<file path="src/core/fpr_pkg.sv">
// Purpose: shared constants and types for the password read protection block
// Assumes: one device clock, decoded operations arrive as one-cycle requests
// Notes:   widths and field positions of the protection and placement configs
package fpr_pkg;
  localparam int unsigned PWD_W        = 64;
  localparam int unsigned CFG_W        = 16;
  localparam int unsigned ADDR_W       = 32;
  localparam int unsigned SECT_LSB     = 18;        // 256KB sector size
  // protection method config fields
  localparam int unsigned PMC_RDPWD    = 5;
  localparam int unsigned PMC_PWD_HI   = 2;
  localparam int unsigned PMC_PWD_LO   = 1;
  localparam logic [CFG_W-1:0] PMC_RST = 16'hFFFF;
  // placement config fields
  localparam int unsigned BSP_LAYOUT_HI = 9;
  localparam int unsigned BSP_LAYOUT_LO = 8;
  localparam int unsigned BSP_TB_BIT    = 5;
  localparam logic [CFG_W-1:0] BSP_RST  = 16'h0300;
  localparam int unsigned POR_RD_EN_BIT = 0;
  // protection method codes
  localparam logic [1:0] PM_ILLEGAL    = 2'h0;
  localparam logic [1:0] PM_PASSWORD   = 2'h1;
  localparam logic [1:0] PM_PERSIST    = 2'h2;
  localparam logic [1:0] PM_NONE       = 2'h3;
  // timing
  localparam int unsigned CLK_MHZ        = 100;
  localparam int unsigned UNLOCK_SETTLE_NS = 100;
  localparam int unsigned UNLOCK_CYC     = (UNLOCK_SETTLE_NS * CLK_MHZ + 999) / 1000;

  typedef enum logic [3:0] {
    OP_ID_READ   = 4'h0,
    OP_ARRAY_RD  = 4'h1,
    OP_PWD_PROG  = 4'h2,
    OP_PWD_READ  = 4'h3,
    OP_PWD_UNLK  = 4'h4,
    OP_PMC_PROG  = 4'h5,
    OP_PMC_ERASE = 4'h6,
    OP_PSB_PROG  = 4'h7,
    OP_PSB_ERASE = 4'h8,
    OP_LOCK_CLR  = 4'h9,
    OP_BSP_WRITE = 4'hA,
    OP_ARRAY_PGM = 4'hB,
    OP_PSB_READ  = 4'hC,
    OP_DSB_READ  = 4'hD,
    OP_OTHER     = 4'hE
  } fpr_op_e;

  typedef struct packed {
    fpr_op_e            op;
    logic [PWD_W-1:0]   data;
    logic [ADDR_W-1:0]  addr;
  } fpr_req_s;

  typedef struct packed {
    logic               accepted;
    logic               ignored;
    logic               prog_err;
    logic               sect_lock_err;
    logic               rd_valid;
    logic [PWD_W-1:0]   rd_data;
  } fpr_rsp_s;
endpackage : fpr_pkg

</file>
<file path="src/core/fpr_protect.sv">
// Purpose: password store, mode lock, unlock compare, read password address forcing
// Assumes: requests are one-cycle pulses already decoded from the host bus
// Notes:   nonvolatile state modelled by flops reset to delivered values
`timescale 1ns/1ps
`default_nettype none
// How it works
// - password program only clears bits
// - 64-bit password, all ones, any value valid
// - mode lock hides and freezes password
// - serial lane: protected program sets program error
// - octal lane: also sets sector lock error, outside read mode only
// - later password or lock programs abort, reported
// - lock bit never erased back to one
// - lock set after unlock settle time
// - mismatch locks out until reset
// - read mode needs bit5 and bit2 zero
// - force sector bits into boot sector
// - octal placement field picks boot sector
// - serial top/bottom bit picks boot sector
// - power-on read disabled in read mode
// - protection method field decode
// - persistent bits changeable only with lock one
// - reset clears lock in read mode
// - password read undefined while protected
// - only id, unlock, array reads accepted
// - sector bit reads undefined while protected
// - no programming or register writes while protected
// - unlock disables address forcing
// - password method unlock sets lock
// - only unlock sets lock, clear zeroes it
module fpr_protect #(
  parameter int unsigned ADDR_W = fpr_pkg::ADDR_W
) (
  input  wire logic                      clk_i,
  input  wire logic                      arst_n_i,
  input  wire logic                      ce_i,
  input  wire logic                      octal_i,
  input  wire logic                      req_valid_i,
  input  wire fpr_pkg::fpr_req_s         req_i,
  output var  fpr_pkg::fpr_rsp_s         rsp_o,
  output logic [ADDR_W-1:0]              array_addr_o,
  output logic                           lockout_o,
  output logic                           psb_lock_o,
  output logic                           rdpwd_active_o,
  output logic                           por_read_en_o,
  output logic [1:0]                     method_o,
  output logic [fpr_pkg::CFG_W-1:0]      pmc_o,
  output logic [fpr_pkg::CFG_W-1:0]      bsp_o
);
  import fpr_pkg::*;

  typedef enum logic [2:0] {
    ST_IDLE    = 3'b001,
    ST_SETTLE  = 3'b010,
    ST_LOCKOUT = 3'b100
  } fpr_state_e;

  fpr_state_e         state_reg;
  logic [PWD_W-1:0]   pwd_reg;
  logic [CFG_W-1:0]   pmc_reg;
  logic [CFG_W-1:0]   bsp_reg;
  logic               lock_reg;
  logic [7:0]         settle_reg;
  fpr_rsp_s           rsp_next;

  function automatic logic [1:0] method_of(input logic [CFG_W-1:0] c);
    return c[PMC_PWD_HI:PMC_PWD_LO];
  endfunction : method_of

  logic pwd_locked;
  logic rd_mode_sel;
  logic rd_active;
  logic cmd_ok;
  logic is_write_op;
  assign pwd_locked  = ~pmc_reg[PMC_PWD_HI];
  assign rd_mode_sel = ~pmc_reg[PMC_RDPWD];
  assign rd_active   = rd_mode_sel & pwd_locked & ~lock_reg;
  assign cmd_ok      = (req_i.op == OP_ID_READ) || (req_i.op == OP_PWD_UNLK)
                    || (req_i.op == OP_ARRAY_RD);
  assign is_write_op = (req_i.op == OP_PWD_PROG) || (req_i.op == OP_PMC_PROG)
                    || (req_i.op == OP_PSB_PROG) || (req_i.op == OP_PSB_ERASE)
                    || (req_i.op == OP_BSP_WRITE) || (req_i.op == OP_ARRAY_PGM)
                    || (req_i.op == OP_PMC_ERASE) || (req_i.op == OP_LOCK_CLR);

  logic take;
  assign take = ce_i & req_valid_i & (state_reg == ST_IDLE);

  logic pwd_match;
  assign pwd_match = (req_i.data == pwd_reg);

  // control state machine: unlock settle and mismatch lockout
  always_ff @(posedge clk_i or negedge arst_n_i) begin
    if (!arst_n_i) begin
      state_reg  <= ST_IDLE;
      settle_reg <= 8'h00;
    end else if (ce_i) begin
      unique case (state_reg)
        ST_IDLE: begin
          if (take && req_i.op == OP_PWD_UNLK) begin
            if (pwd_match && method_of(pmc_reg) == PM_PASSWORD) begin
              state_reg  <= ST_SETTLE;
              settle_reg <= 8'(UNLOCK_CYC - 1);
            end else begin
              state_reg  <= ST_LOCKOUT;
            end
          end
        end
        ST_SETTLE: begin
          if (settle_reg == 8'h00) begin
            state_reg <= ST_IDLE;
          end else begin
            settle_reg <= settle_reg - 8'h01;
          end
        end
        ST_LOCKOUT: state_reg <= ST_LOCKOUT;
        default:    state_reg <= ST_IDLE;
      endcase
    end
  end

  // persistent-bits lock: reset clears it (nonvolatile config flops are reset too)
  always_ff @(posedge clk_i or negedge arst_n_i) begin
    if (!arst_n_i) begin
      lock_reg <= 1'b0;
    end else if (ce_i) begin
      if (state_reg == ST_SETTLE && settle_reg == 8'h00) begin
        lock_reg <= 1'b1;
      end else if (take && req_i.op == OP_LOCK_CLR && !rd_active) begin
        lock_reg <= 1'b0;
      end
    end
  end

  // password store and method config, one-way programming
  always_ff @(posedge clk_i or negedge arst_n_i) begin
    if (!arst_n_i) begin
      pwd_reg <= {PWD_W{1'b1}};
      pmc_reg <= PMC_RST;
      bsp_reg <= BSP_RST;
    end else if (take && !rd_active) begin
      if (req_i.op == OP_PWD_PROG && !pwd_locked) begin
        pwd_reg <= pwd_reg & req_i.data;
      end
      if (req_i.op == OP_PMC_PROG && !pwd_locked) begin
        pmc_reg <= pmc_reg & req_i.data[CFG_W-1:0];
      end
      if (req_i.op == OP_BSP_WRITE) begin
        bsp_reg <= req_i.data[CFG_W-1:0];
      end
    end
  end

  // response
  always_comb begin
    rsp_next = '0;
    if (take) begin
      if (rd_active && !cmd_ok) begin
        rsp_next.ignored = 1'b1;
        rsp_next.prog_err = is_write_op;
      end else begin
        rsp_next.accepted = 1'b1;
        unique case (req_i.op)
          OP_PWD_PROG, OP_PMC_PROG: begin
            if (pwd_locked) begin
              rsp_next.accepted      = 1'b0;
              rsp_next.ignored       = 1'b1;
              rsp_next.prog_err      = 1'b1;
              rsp_next.sect_lock_err = octal_i;
            end
          end
          OP_PWD_READ: begin
            if (pwd_locked) begin
              rsp_next.accepted = 1'b0;
              rsp_next.ignored  = 1'b1;
            end else begin
              rsp_next.rd_valid = 1'b1;
              rsp_next.rd_data  = pwd_reg;
            end
          end
          OP_PMC_ERASE: begin
            rsp_next.accepted = 1'b0;
            rsp_next.prog_err = 1'b1;
          end
          OP_PSB_PROG, OP_PSB_ERASE: begin
            if (!lock_reg) begin
              rsp_next.accepted      = 1'b0;
              rsp_next.prog_err      = 1'b1;
              rsp_next.sect_lock_err = octal_i;
            end
          end
          OP_PSB_READ, OP_DSB_READ: begin
            rsp_next.rd_valid = 1'b1;
            rsp_next.rd_data  = '0;
          end
          default: ;
        endcase
      end
    end
  end

  always_ff @(posedge clk_i or negedge arst_n_i) begin
    if (!arst_n_i) begin
      rsp_o <= '0;
    end else if (ce_i) begin
      rsp_o <= rsp_next;
    end
  end

  // read password address forcing into the boot sector
  logic force_high;
  always_comb begin
    if (octal_i) begin
      force_high = bsp_reg[BSP_LAYOUT_LO];
    end else begin
      force_high = ~bsp_reg[BSP_TB_BIT];
    end
  end

  always_ff @(posedge clk_i or negedge arst_n_i) begin
    if (!arst_n_i) begin
      array_addr_o <= '0;
    end else if (ce_i && take && req_i.op == OP_ARRAY_RD) begin
      if (rd_active) begin
        array_addr_o <= {{(ADDR_W-SECT_LSB){force_high}},
                         req_i.addr[SECT_LSB-1:0]};
      end else begin
        array_addr_o <= req_i.addr[ADDR_W-1:0];
      end
    end
  end

  assign lockout_o      = (state_reg == ST_LOCKOUT);
  assign psb_lock_o     = lock_reg;
  assign rdpwd_active_o = rd_active;
  // boot read only if not in read password mode
  assign por_read_en_o  = bsp_reg[POR_RD_EN_BIT] & ~(rd_mode_sel & pwd_locked);
  assign method_o       = method_of(pmc_reg);
  assign pmc_o          = pmc_reg;
  assign bsp_o          = bsp_reg;

  // checker helper: edges spent settling, pins the lock rise to the settle time
  // a frozen clock enable stretches settle and count alike, so the check still holds
  logic [7:0] settle_seen_reg;
  always_ff @(posedge clk_i or negedge arst_n_i) begin
    if (!arst_n_i) begin
      settle_seen_reg <= 8'h00;
    end else if (ce_i) begin
      if (state_reg == ST_SETTLE) begin
        settle_seen_reg <= settle_seen_reg + 8'h01;
      end else begin
        settle_seen_reg <= 8'h00;
      end
    end
  end

  // one-way stores: bits only ever fall between resets
  AST_PWD_ONEWAY: assert property (@(posedge clk_i) disable iff (!arst_n_i)
    ((pwd_reg & ~$past(pwd_reg)) == '0))
    else $error("password bit rose");
  AST_PMC_ONEWAY: assert property (@(posedge clk_i) disable iff (!arst_n_i)
    ((pmc_reg & ~$past(pmc_reg)) == '0))
    else $error("protection config bit rose");
  AST_LOCK_STAYS: assert property (@(posedge clk_i) disable iff (!arst_n_i)
    $fell(pmc_reg[PMC_PWD_HI]) |=> !pmc_reg[PMC_PWD_HI] [*4])
    else $error("mode lock reverted");

  // refused password reads, password and lock programs, and config erase
  AST_LOCKED_PROG_ERR: assert property (@(posedge clk_i) disable iff (!arst_n_i)
    (take && req_i.op == OP_PWD_PROG && pwd_locked && !rd_active) |=> (rsp_o.prog_err && !rsp_o.accepted))
    else $error("locked program not flagged");
  AST_OCTAL_SLE: assert property (@(posedge clk_i) disable iff (!arst_n_i)
    (take && req_i.op == OP_PWD_PROG && pwd_locked && octal_i && !rd_active) |=> rsp_o.sect_lock_err)
    else $error("octal sector lock error missing");
  AST_LOCKED_PMC: assert property (@(posedge clk_i) disable iff (!arst_n_i)
    (take && req_i.op == OP_PMC_PROG && pwd_locked && !rd_active) |=> (rsp_o.prog_err && rsp_o.ignored))
    else $error("locked config program not aborted");
  AST_LOCKED_READ: assert property (@(posedge clk_i) disable iff (!arst_n_i)
    (take && req_i.op == OP_PWD_READ && pwd_locked) |=> !rsp_o.rd_valid)
    else $error("hidden password returned");
  AST_PMC_ERASE: assert property (@(posedge clk_i) disable iff (!arst_n_i)
    (take && req_i.op == OP_PMC_ERASE && !rd_active) |=> (rsp_o.prog_err && !rsp_o.accepted))
    else $error("config erase accepted");

  // unlock, settle and lockout
  AST_LOCKOUT_HOLD: assert property (@(posedge clk_i) disable iff (!arst_n_i)
    lockout_o |=> lockout_o)
    else $error("lockout left without reset");
  AST_LOCKOUT_MUTE: assert property (@(posedge clk_i) disable iff (!arst_n_i)
    (lockout_o && ce_i) |=> (rsp_o == '0))
    else $error("answer given in lockout");
  AST_MISMATCH: assert property (@(posedge clk_i) disable iff (!arst_n_i)
    (take && req_i.op == OP_PWD_UNLK && !pwd_match) |=> lockout_o)
    else $error("mismatch did not lock out");
  AST_UNLOCK_METHOD: assert property (@(posedge clk_i) disable iff (!arst_n_i)
    (take && req_i.op == OP_PWD_UNLK && method_of(pmc_reg) != PM_PASSWORD) |=> lockout_o)
    else $error("unlock outside password method");
  AST_SETTLE: assert property (@(posedge clk_i) disable iff (!arst_n_i)
    (ce_i && $rose(state_reg == ST_SETTLE)) |-> !lock_reg)
    else $error("lock set early");
  AST_SETTLE_LEN: assert property (@(posedge clk_i) disable iff (!arst_n_i)
    $rose(lock_reg) |-> (settle_seen_reg == 8'(UNLOCK_CYC)))
    else $error("settle length wrong");
  AST_LOCK_SOURCE: assert property (@(posedge clk_i) disable iff (!arst_n_i)
    $rose(lock_reg) |-> $past(state_reg == ST_SETTLE))
    else $error("lock set outside unlock");
  AST_BUSY_DROP: assert property (@(posedge clk_i) disable iff (!arst_n_i)
    (ce_i && req_valid_i && state_reg != ST_IDLE) |=> (rsp_o == '0))
    else $error("request answered while busy");

  // read password mode
  AST_FORCE: assert property (@(posedge clk_i) disable iff (!arst_n_i)
    (ce_i && take && req_i.op == OP_ARRAY_RD && rd_active) |=>
    (array_addr_o[ADDR_W-1:SECT_LSB] == {(ADDR_W-SECT_LSB){$past(force_high)}}))
    else $error("address not forced");
  AST_TRUE_ADDR: assert property (@(posedge clk_i) disable iff (!arst_n_i)
    (take && req_i.op == OP_ARRAY_RD && !rd_active) |=> (array_addr_o == $past(req_i.addr[ADDR_W-1:0])))
    else $error("address altered outside read mode");
  AST_RD_PWD_PROG: assert property (@(posedge clk_i) disable iff (!arst_n_i)
    (take && rd_active && !cmd_ok) |=> (rsp_o.ignored && !rsp_o.accepted))
    else $error("command accepted in read mode");
  AST_RD_WRITE_BLOCK: assert property (@(posedge clk_i) disable iff (!arst_n_i)
    (take && rd_active && is_write_op) |=> rsp_o.prog_err)
    else $error("write not flagged in read mode");
  AST_POR_OFF: assert property (@(posedge clk_i) disable iff (!arst_n_i)
    (rd_mode_sel && pwd_locked) |-> !por_read_en_o)
    else $error("power-on read left enabled");
  AST_PSB_REFUSE: assert property (@(posedge clk_i) disable iff (!arst_n_i)
    (take && !rd_active && (req_i.op == OP_PSB_PROG || req_i.op == OP_PSB_ERASE) && !lock_reg)
    |=> (rsp_o.prog_err && !rsp_o.accepted))
    else $error("persistent bits changed while locked");

  // clock enable low freezes every register
  AST_FREEZE: assert property (@(posedge clk_i) disable iff (!arst_n_i)
    !ce_i |=> ($stable(state_reg) && $stable(pwd_reg) && $stable(pmc_reg) && $stable(bsp_reg)
    && $stable(lock_reg) && $stable(rsp_o)))
    else $error("state moved with clock enable low");
endmodule : fpr_protect
`default_nettype wire

</file>
<file path="config.mk">
export PLATFORM = sky130hd
export DESIGN_NAME = fpr_protect
export DESIGN_NICKNAME = d
export VERILOG_FILES = /design/src/core/fpr_pkg.sv /design/src/core/fpr_protect.sv
export SDC_FILE = /design/constraint.sdc
export NUM_CORES = 1
export LEC_CHECK = 0
export BUFFER_PORTS_ARGS = -buffer_cell sky130_fd_sc_hd__clkbuf_2
export CAP_MARGIN = 20
export CORE_MARGIN = 2
export CORE_UTILIZATION = 53
export CTS_CLUSTER_SIZE = 25
export DETAILED_ROUTE_END_ITERATION = 7
export PLACE_DENSITY = 0.9
export SYNTH_ARGS = -nofsm -noshare
export SYNTH_HDL_FRONTEND = slang
export SYNTH_SLANG_ARGS = --single-unit
</file>
<file path="constraint.sdc">
create_clock -name clk_i -period 2.2 [get_ports clk_i]
set_input_delay 0.22 -clock clk_i [delete_from_list [all_inputs] [get_ports clk_i]]
set_output_delay 0.22 -clock clk_i [all_outputs]
set_load 0.05 [all_outputs]
</file>
### Yosys cells after proc, flatten, opt, wreduce, memory -nomap -nowiden

Cells that the tools add are included.

* word-level logic and storage cells: 109
* output and inout port bits: 139
* flip-flop bits (word level): 209
* input port bits: 105

* equality and inequality tests: 22
* bitwise logic cells: 12
* add/sub/neg operators: 1
* multiplexer cells: 26
* reductions and logical operators: 35

Operators with widths (count)
* $pmux W65 S2: 1
* $mux W69: 1
* $mux W66: 1
* $mux W65: 1
* $and A64 B64 Y64: 1
* $eq A64 B64 Y1: 1
* $mux W32: 1
* $eq A4 B4 Y1 const B: 6
* $mux W8: 3
* $and A16 B16 Y16: 1
* $eq A4 B3 Y1 const B: 4
* $pmux W8 S2: 1
* $logic_and A1 B1 Y1: 11
* $logic_or A1 B1 Y1: 9
* $mux W3: 3
* $pmux W3 S3: 1
* $eq A4 B2 Y1 const B: 2
* $logic_not A8 Y1: 1
* $reduce_and A2 Y1: 4
* $sub A8 B1 Y8 const B: 1
* $mux W2: 3
* $reduce_or A2 Y1: 3
* $and A1 B1 Y1: 5
* $mux W1: 5
* 17 further kinds: 26

### Longest topological paths before layout

* depth in word-level cells: 10
* gate-level depth with buffers: 10
* depth with buffers taken out: 8

### Least setup slack after synthesis

OpenSTA, ideal clock, no wires.

* path kind: register to register
* start: reg pmc_reg[2], in the netlist pmc_o[2]
* end: reg bsp_reg[0], in the netlist bsp_o[0]
* arrival: 2128 ps
* path buffers: 3
* path slack: -53 ps
* library setup time: 125 ps
* period minus slack after synthesis: 2253 ps
* data required time: 2075 ps
* stages on the path, launching flop included: 8
* cells stage by stage: dfstp_2 -> clkbuf_1 -> or3_1 -> buf_2 -> nand3b_1 -> nor2_2 -> buf_4 -> mux2_2

* word-level cells in the longest chain between the ends: 6

Ends and longest elaborated chain
* start, declared: line fpr_protect.sv:60 `logic [CFG_W-1:0] pmc_reg;`
* start signal, assigned: line fpr_protect.sv:145 `pmc_reg <= pmc_reg & req_i.data[CFG_W-1:0];`
* $not A1 Y1: line fpr_protect.sv:75 `assign pwd_locked = ~pmc_reg[PMC_PWD_HI];`
* $and A1 B1 Y1 (2 in series): line fpr_protect.sv:77 `assign rd_active = rd_mode_sel & pwd_locked & ~lock_reg;`
* $logic_not A1 Y1: line fpr_protect.sv:140 `end else if (take && !rd_active) begin`
* $logic_and A1 B1 Y1: line fpr_protect.sv:140
* $reduce_and A2 Y1 (no source line)
* end signal, assigned: line fpr_protect.sv:148 `bsp_reg <= req_i.data[CFG_W-1:0];`
* end, declared: line fpr_protect.sv:61 `logic [CFG_W-1:0] bsp_reg;`

No other way between the ends.
A chain may end at the register's enable or synchronous reset.

### Worst setup path after layout

* start: reg settle_reg[0]
* end: reg settle_reg[0]

* word-level cells in the longest chain between the ends: 3
* elaborated cells between the ends (all ways): 6
* those cells by class: add/sub: 1; eq/ne: 1; mux: 2; reduce/logical: 2

Ends and longest elaborated chain
* start, declared: line fpr_protect.sv:63 `logic [7:0] settle_reg;`
* start signal, assigned: line fpr_protect.sv:102 `settle_reg <= 8'(UNLOCK_CYC - 1);`
* start signal, assigned: line fpr_protect.sv:112 `settle_reg <= settle_reg - 8'h01;`
* $sub A8 B1 Y8 / $logic_not A8 Y1 (equally long branches): line fpr_protect.sv:112, fpr_protect.sv:109
* $mux W8 / $ne A2 B2 Y1 (equally long branches)
* $pmux W8 S2 / $reduce_and A5 Y1 (equally long branches)

Parallel ways exist; a longest one is shown, timed or not. The select of a mux whose other input is x is not followed.

==> metrics <==
status=finished with violations; failing checks=negative setup slack; Fin. Hold Viols=0; Synth warnings=0; Initial DRC Count=400; detailed-route vias per instance=5.61; clk slew on worst S/H paths=roughly 0.060 ns; max-cap violation count=0; initial antenna violation count=0; sequential fraction of the synthesis area=55.8%; Post-synth EDFFs=0; total CTS buffers=22; metal2 WL=about 14 mm; Setup Crit Path Kind=register to register; Post-Route WL=26.8 mm; most frequent cell after synthesis=dfrtp_1; max_slew headroom=between 60% and 70%; startpoint types=register; DRC=0; WHS Endpoint=rsp_o[65]$_DFFE_PN0P_; die area=19,100 sq um; post-synthesis cell type count=49; Max IR drop VDD=1.19 mV; top cell type's share of synthesized area=33.0%; DR pass1 iterations=4; layout cell share with drive strength beyond 1=50.6%; Clock Latency Late Sink=~0.5 ns; Mapped Cells=roughly 820; total gr overflow=0; H-tree depth=1; Synth top cells by count=dfrtp_1, mux2_2, nand2_1, dfstp_2, inv_1; HP Class=primary input to register; Layout area overhead=33.9%; die width=138 um; cell depth of the worst flop-to-flop path=8; number of global-route vias before repair=7,961; TritonCTS clock tree=built; site row count=49; fmax=0.453 GHz; Clock Skews=0.0103 ns; worst path arrival time=2.59 ns; Worst EP required=~2.6 ns; met3 wire len=1.67 mm; Initial Utilization=53.6%; Final GP Congestion=around 0.85; worst slew pin tran=0.544 ns; post-DP HPWL=around 17 mm; synthesized area=roughly 9600 sq um; final core occ=71.8%; P_leak=6.04 nW; hold slack=approximately 0.0058 ns; # setup viols final=1; hold path cells=3; vias after detailed routing=7,660; Longest Clk Path Bufs=3; routed length on met1=10.4 mm; total global-route track usage=26.8%; CTS root buf=clkbuf_16; dominant register cell in the synthesized netlist=dfrtp_1; hold path startpoint=octal_i; max reg flops=69; #FFs+latches synth=209; RSZ-0062 raised after global routing=true; final period utilization=100%; Die Height=138 um; worst setup margin=-0.00808 ns; I/O pin count=244; top sig layer=met4; post-synthesis async set-or-reset flop share=100%; PD cells=about 770 nW/um^2; Avg WL per Cell=19.6 um; Clock Sinks=209; Yosys top cell by area=dfrtp_1; n_diodes=0; Final ANT Viol Nets=0; Setup crit end kind=register; syn nets=985; R2R setup slack=-0.008 ns; core area=17,800 sq um; synth top area cells=dfrtp_1, dfstp_2, mux2_2; fin. max-slew vios=0; worst reg2reg endpoint=settle_reg[0]$_DFFE_PN0P_; largest net degree at the start of global routing=65; IO buf count=243; Worst R2R Start=settle_reg[0]$_DFFE_PN0P_; syn avg cell area=11.7 sq um; Crit Path Max Fanout=3; global-route wire length before repair=roughly 41 mm; fin crit period=about 2.2 ns; final net count=1,291
## cells in the final DEF (no fill, tap or decap), types with 8 or more instances in the layout
cell,instances
dfrtp_1,126
inv_1,72
dfstp_2,83
nand2_1,84
ha_1,42
clkbuf_8,8
o21ai_0,56
o21ai_1,29
ha_4,23
clkbuf_2,241
nor4_4,9
buf_12,9
clkbuf_16,23
o21a_1,17
a21oi_1,31
buf_4,43
nor4_2,10
mux2_2,97
dlygate4sd3_1,26
nor2_1,26
## report_power, final
group | switching (mW) | total [mW] | leakage [nW] | internal, mW
clock network | 1.53 | 3.67 | 0.367 | 2.14
logic | 1.35 | 1.98 | 3.08 | 0.625
registers | 0.176 | 4.27 | 2.59 | 4.09
total | 3.06 | 9.91 | 6.04 | 6.85
## worst max-delay path, stage by stage, from the launching register on
cell	delay, ns
dfrtp_1	0.41
inv_2	0.08
ha_4	0.14
or4b_4	0.48
nor4_4	0.28
buf_4	0.18
a22oi_4	0.08
nor2b_2	0.16
mux2_4	0.27
## through the flow
stage | TNS, ns | instances | worst slack, ns | area (sq um) | power, mW
6_report | -0.00808 | 1366 | -0.00808 | 12800 | 9.91
5_1_grt | -0.560 | 1366 | -0.0975 | 12800 | 10.3
4_1_cts | 0 | 1354 | 0.000172 | 12500 | 9.79
3_5_place_dp | -1.75 | 1283 | -0.214 | 11200 | 6.06
3_3_place_gp | -0.409 | 1283 | -0.0671 | 11200 | 6.00
2_1_floorplan | 0 | 815 | 0.0168 | 9560 | 5.44
## what timing repair did
action / in CTS / in global routing
endpoints found under the hold margin: 66 / 0
pin swaps: 12 / 26
setup buffers: 5 / 12
resized for setup: 29 / 46
hold buffers: 26 / 0
endpoints found under the setup margin: 11 / 132
## how the worst max path moves through the flow
stage | start | endpoint | slack, ns | depth (start not counted)
2_1_floorplan | pmc_o[2]$_DFFE_PN1P_ | bsp_o[0]$_DFFE_PN0P_ | 0.02 | 7
3_3_place_gp | pwd_reg[58]$_DFFE_PN1P_ | settle_reg[7]$_DFFE_PN0P_ | -0.07 | 7
3_5_place_dp | pwd_reg[0]$_DFFE_PN1P_ | settle_reg[5]$_DFFE_PN0P_ | -0.21 | 7
4_1_cts | pwd_reg[15]$_DFFE_PN1P_ | state_reg[2]$_DFFE_PN0P_ | 0.0002 | 8
5_1_grt | pwd_reg[22]$_DFFE_PN1P_ | state_reg[2]$_DFFE_PN0P_ | -0.1 | 8
6_report | settle_reg[0]$_DFFE_PN0P_ | settle_reg[0]$_DFFE_PN0P_ | -0.008 | 8
## layer usage
layer | vias up | global-route usage (%)
met5 | - | 0
met4 | 0 | 9.24
met3 | 75 | 5.16
met2 | 347 | 46.9
met1 | 3802 | 33.5
li1 | 3436 | -
## area by class of cell
cell class	count	area [sq um]
inverter	74	278
multi-input combinational	494	4200
fill	1108	5030
sequential	209	5330
clock buffer	31	676
tap	229	287
clock inverter	9	51.3
timing repair buffer	320	1980
## kinds of logic (layout without fill, tap and decap cells)
group           count (synthesis)  after routing  share of synthesized area, %
fa+ha+maj                      65             65                          8.50
compound gates                148            148                          8.69
buf+inv                       112            434                          5.68
flops                         209            209                          55.8
mux                           101            101                          11.9
simple gates                  180            180                          9.49
Note: power is estimated with default switching activity, not from simulation.
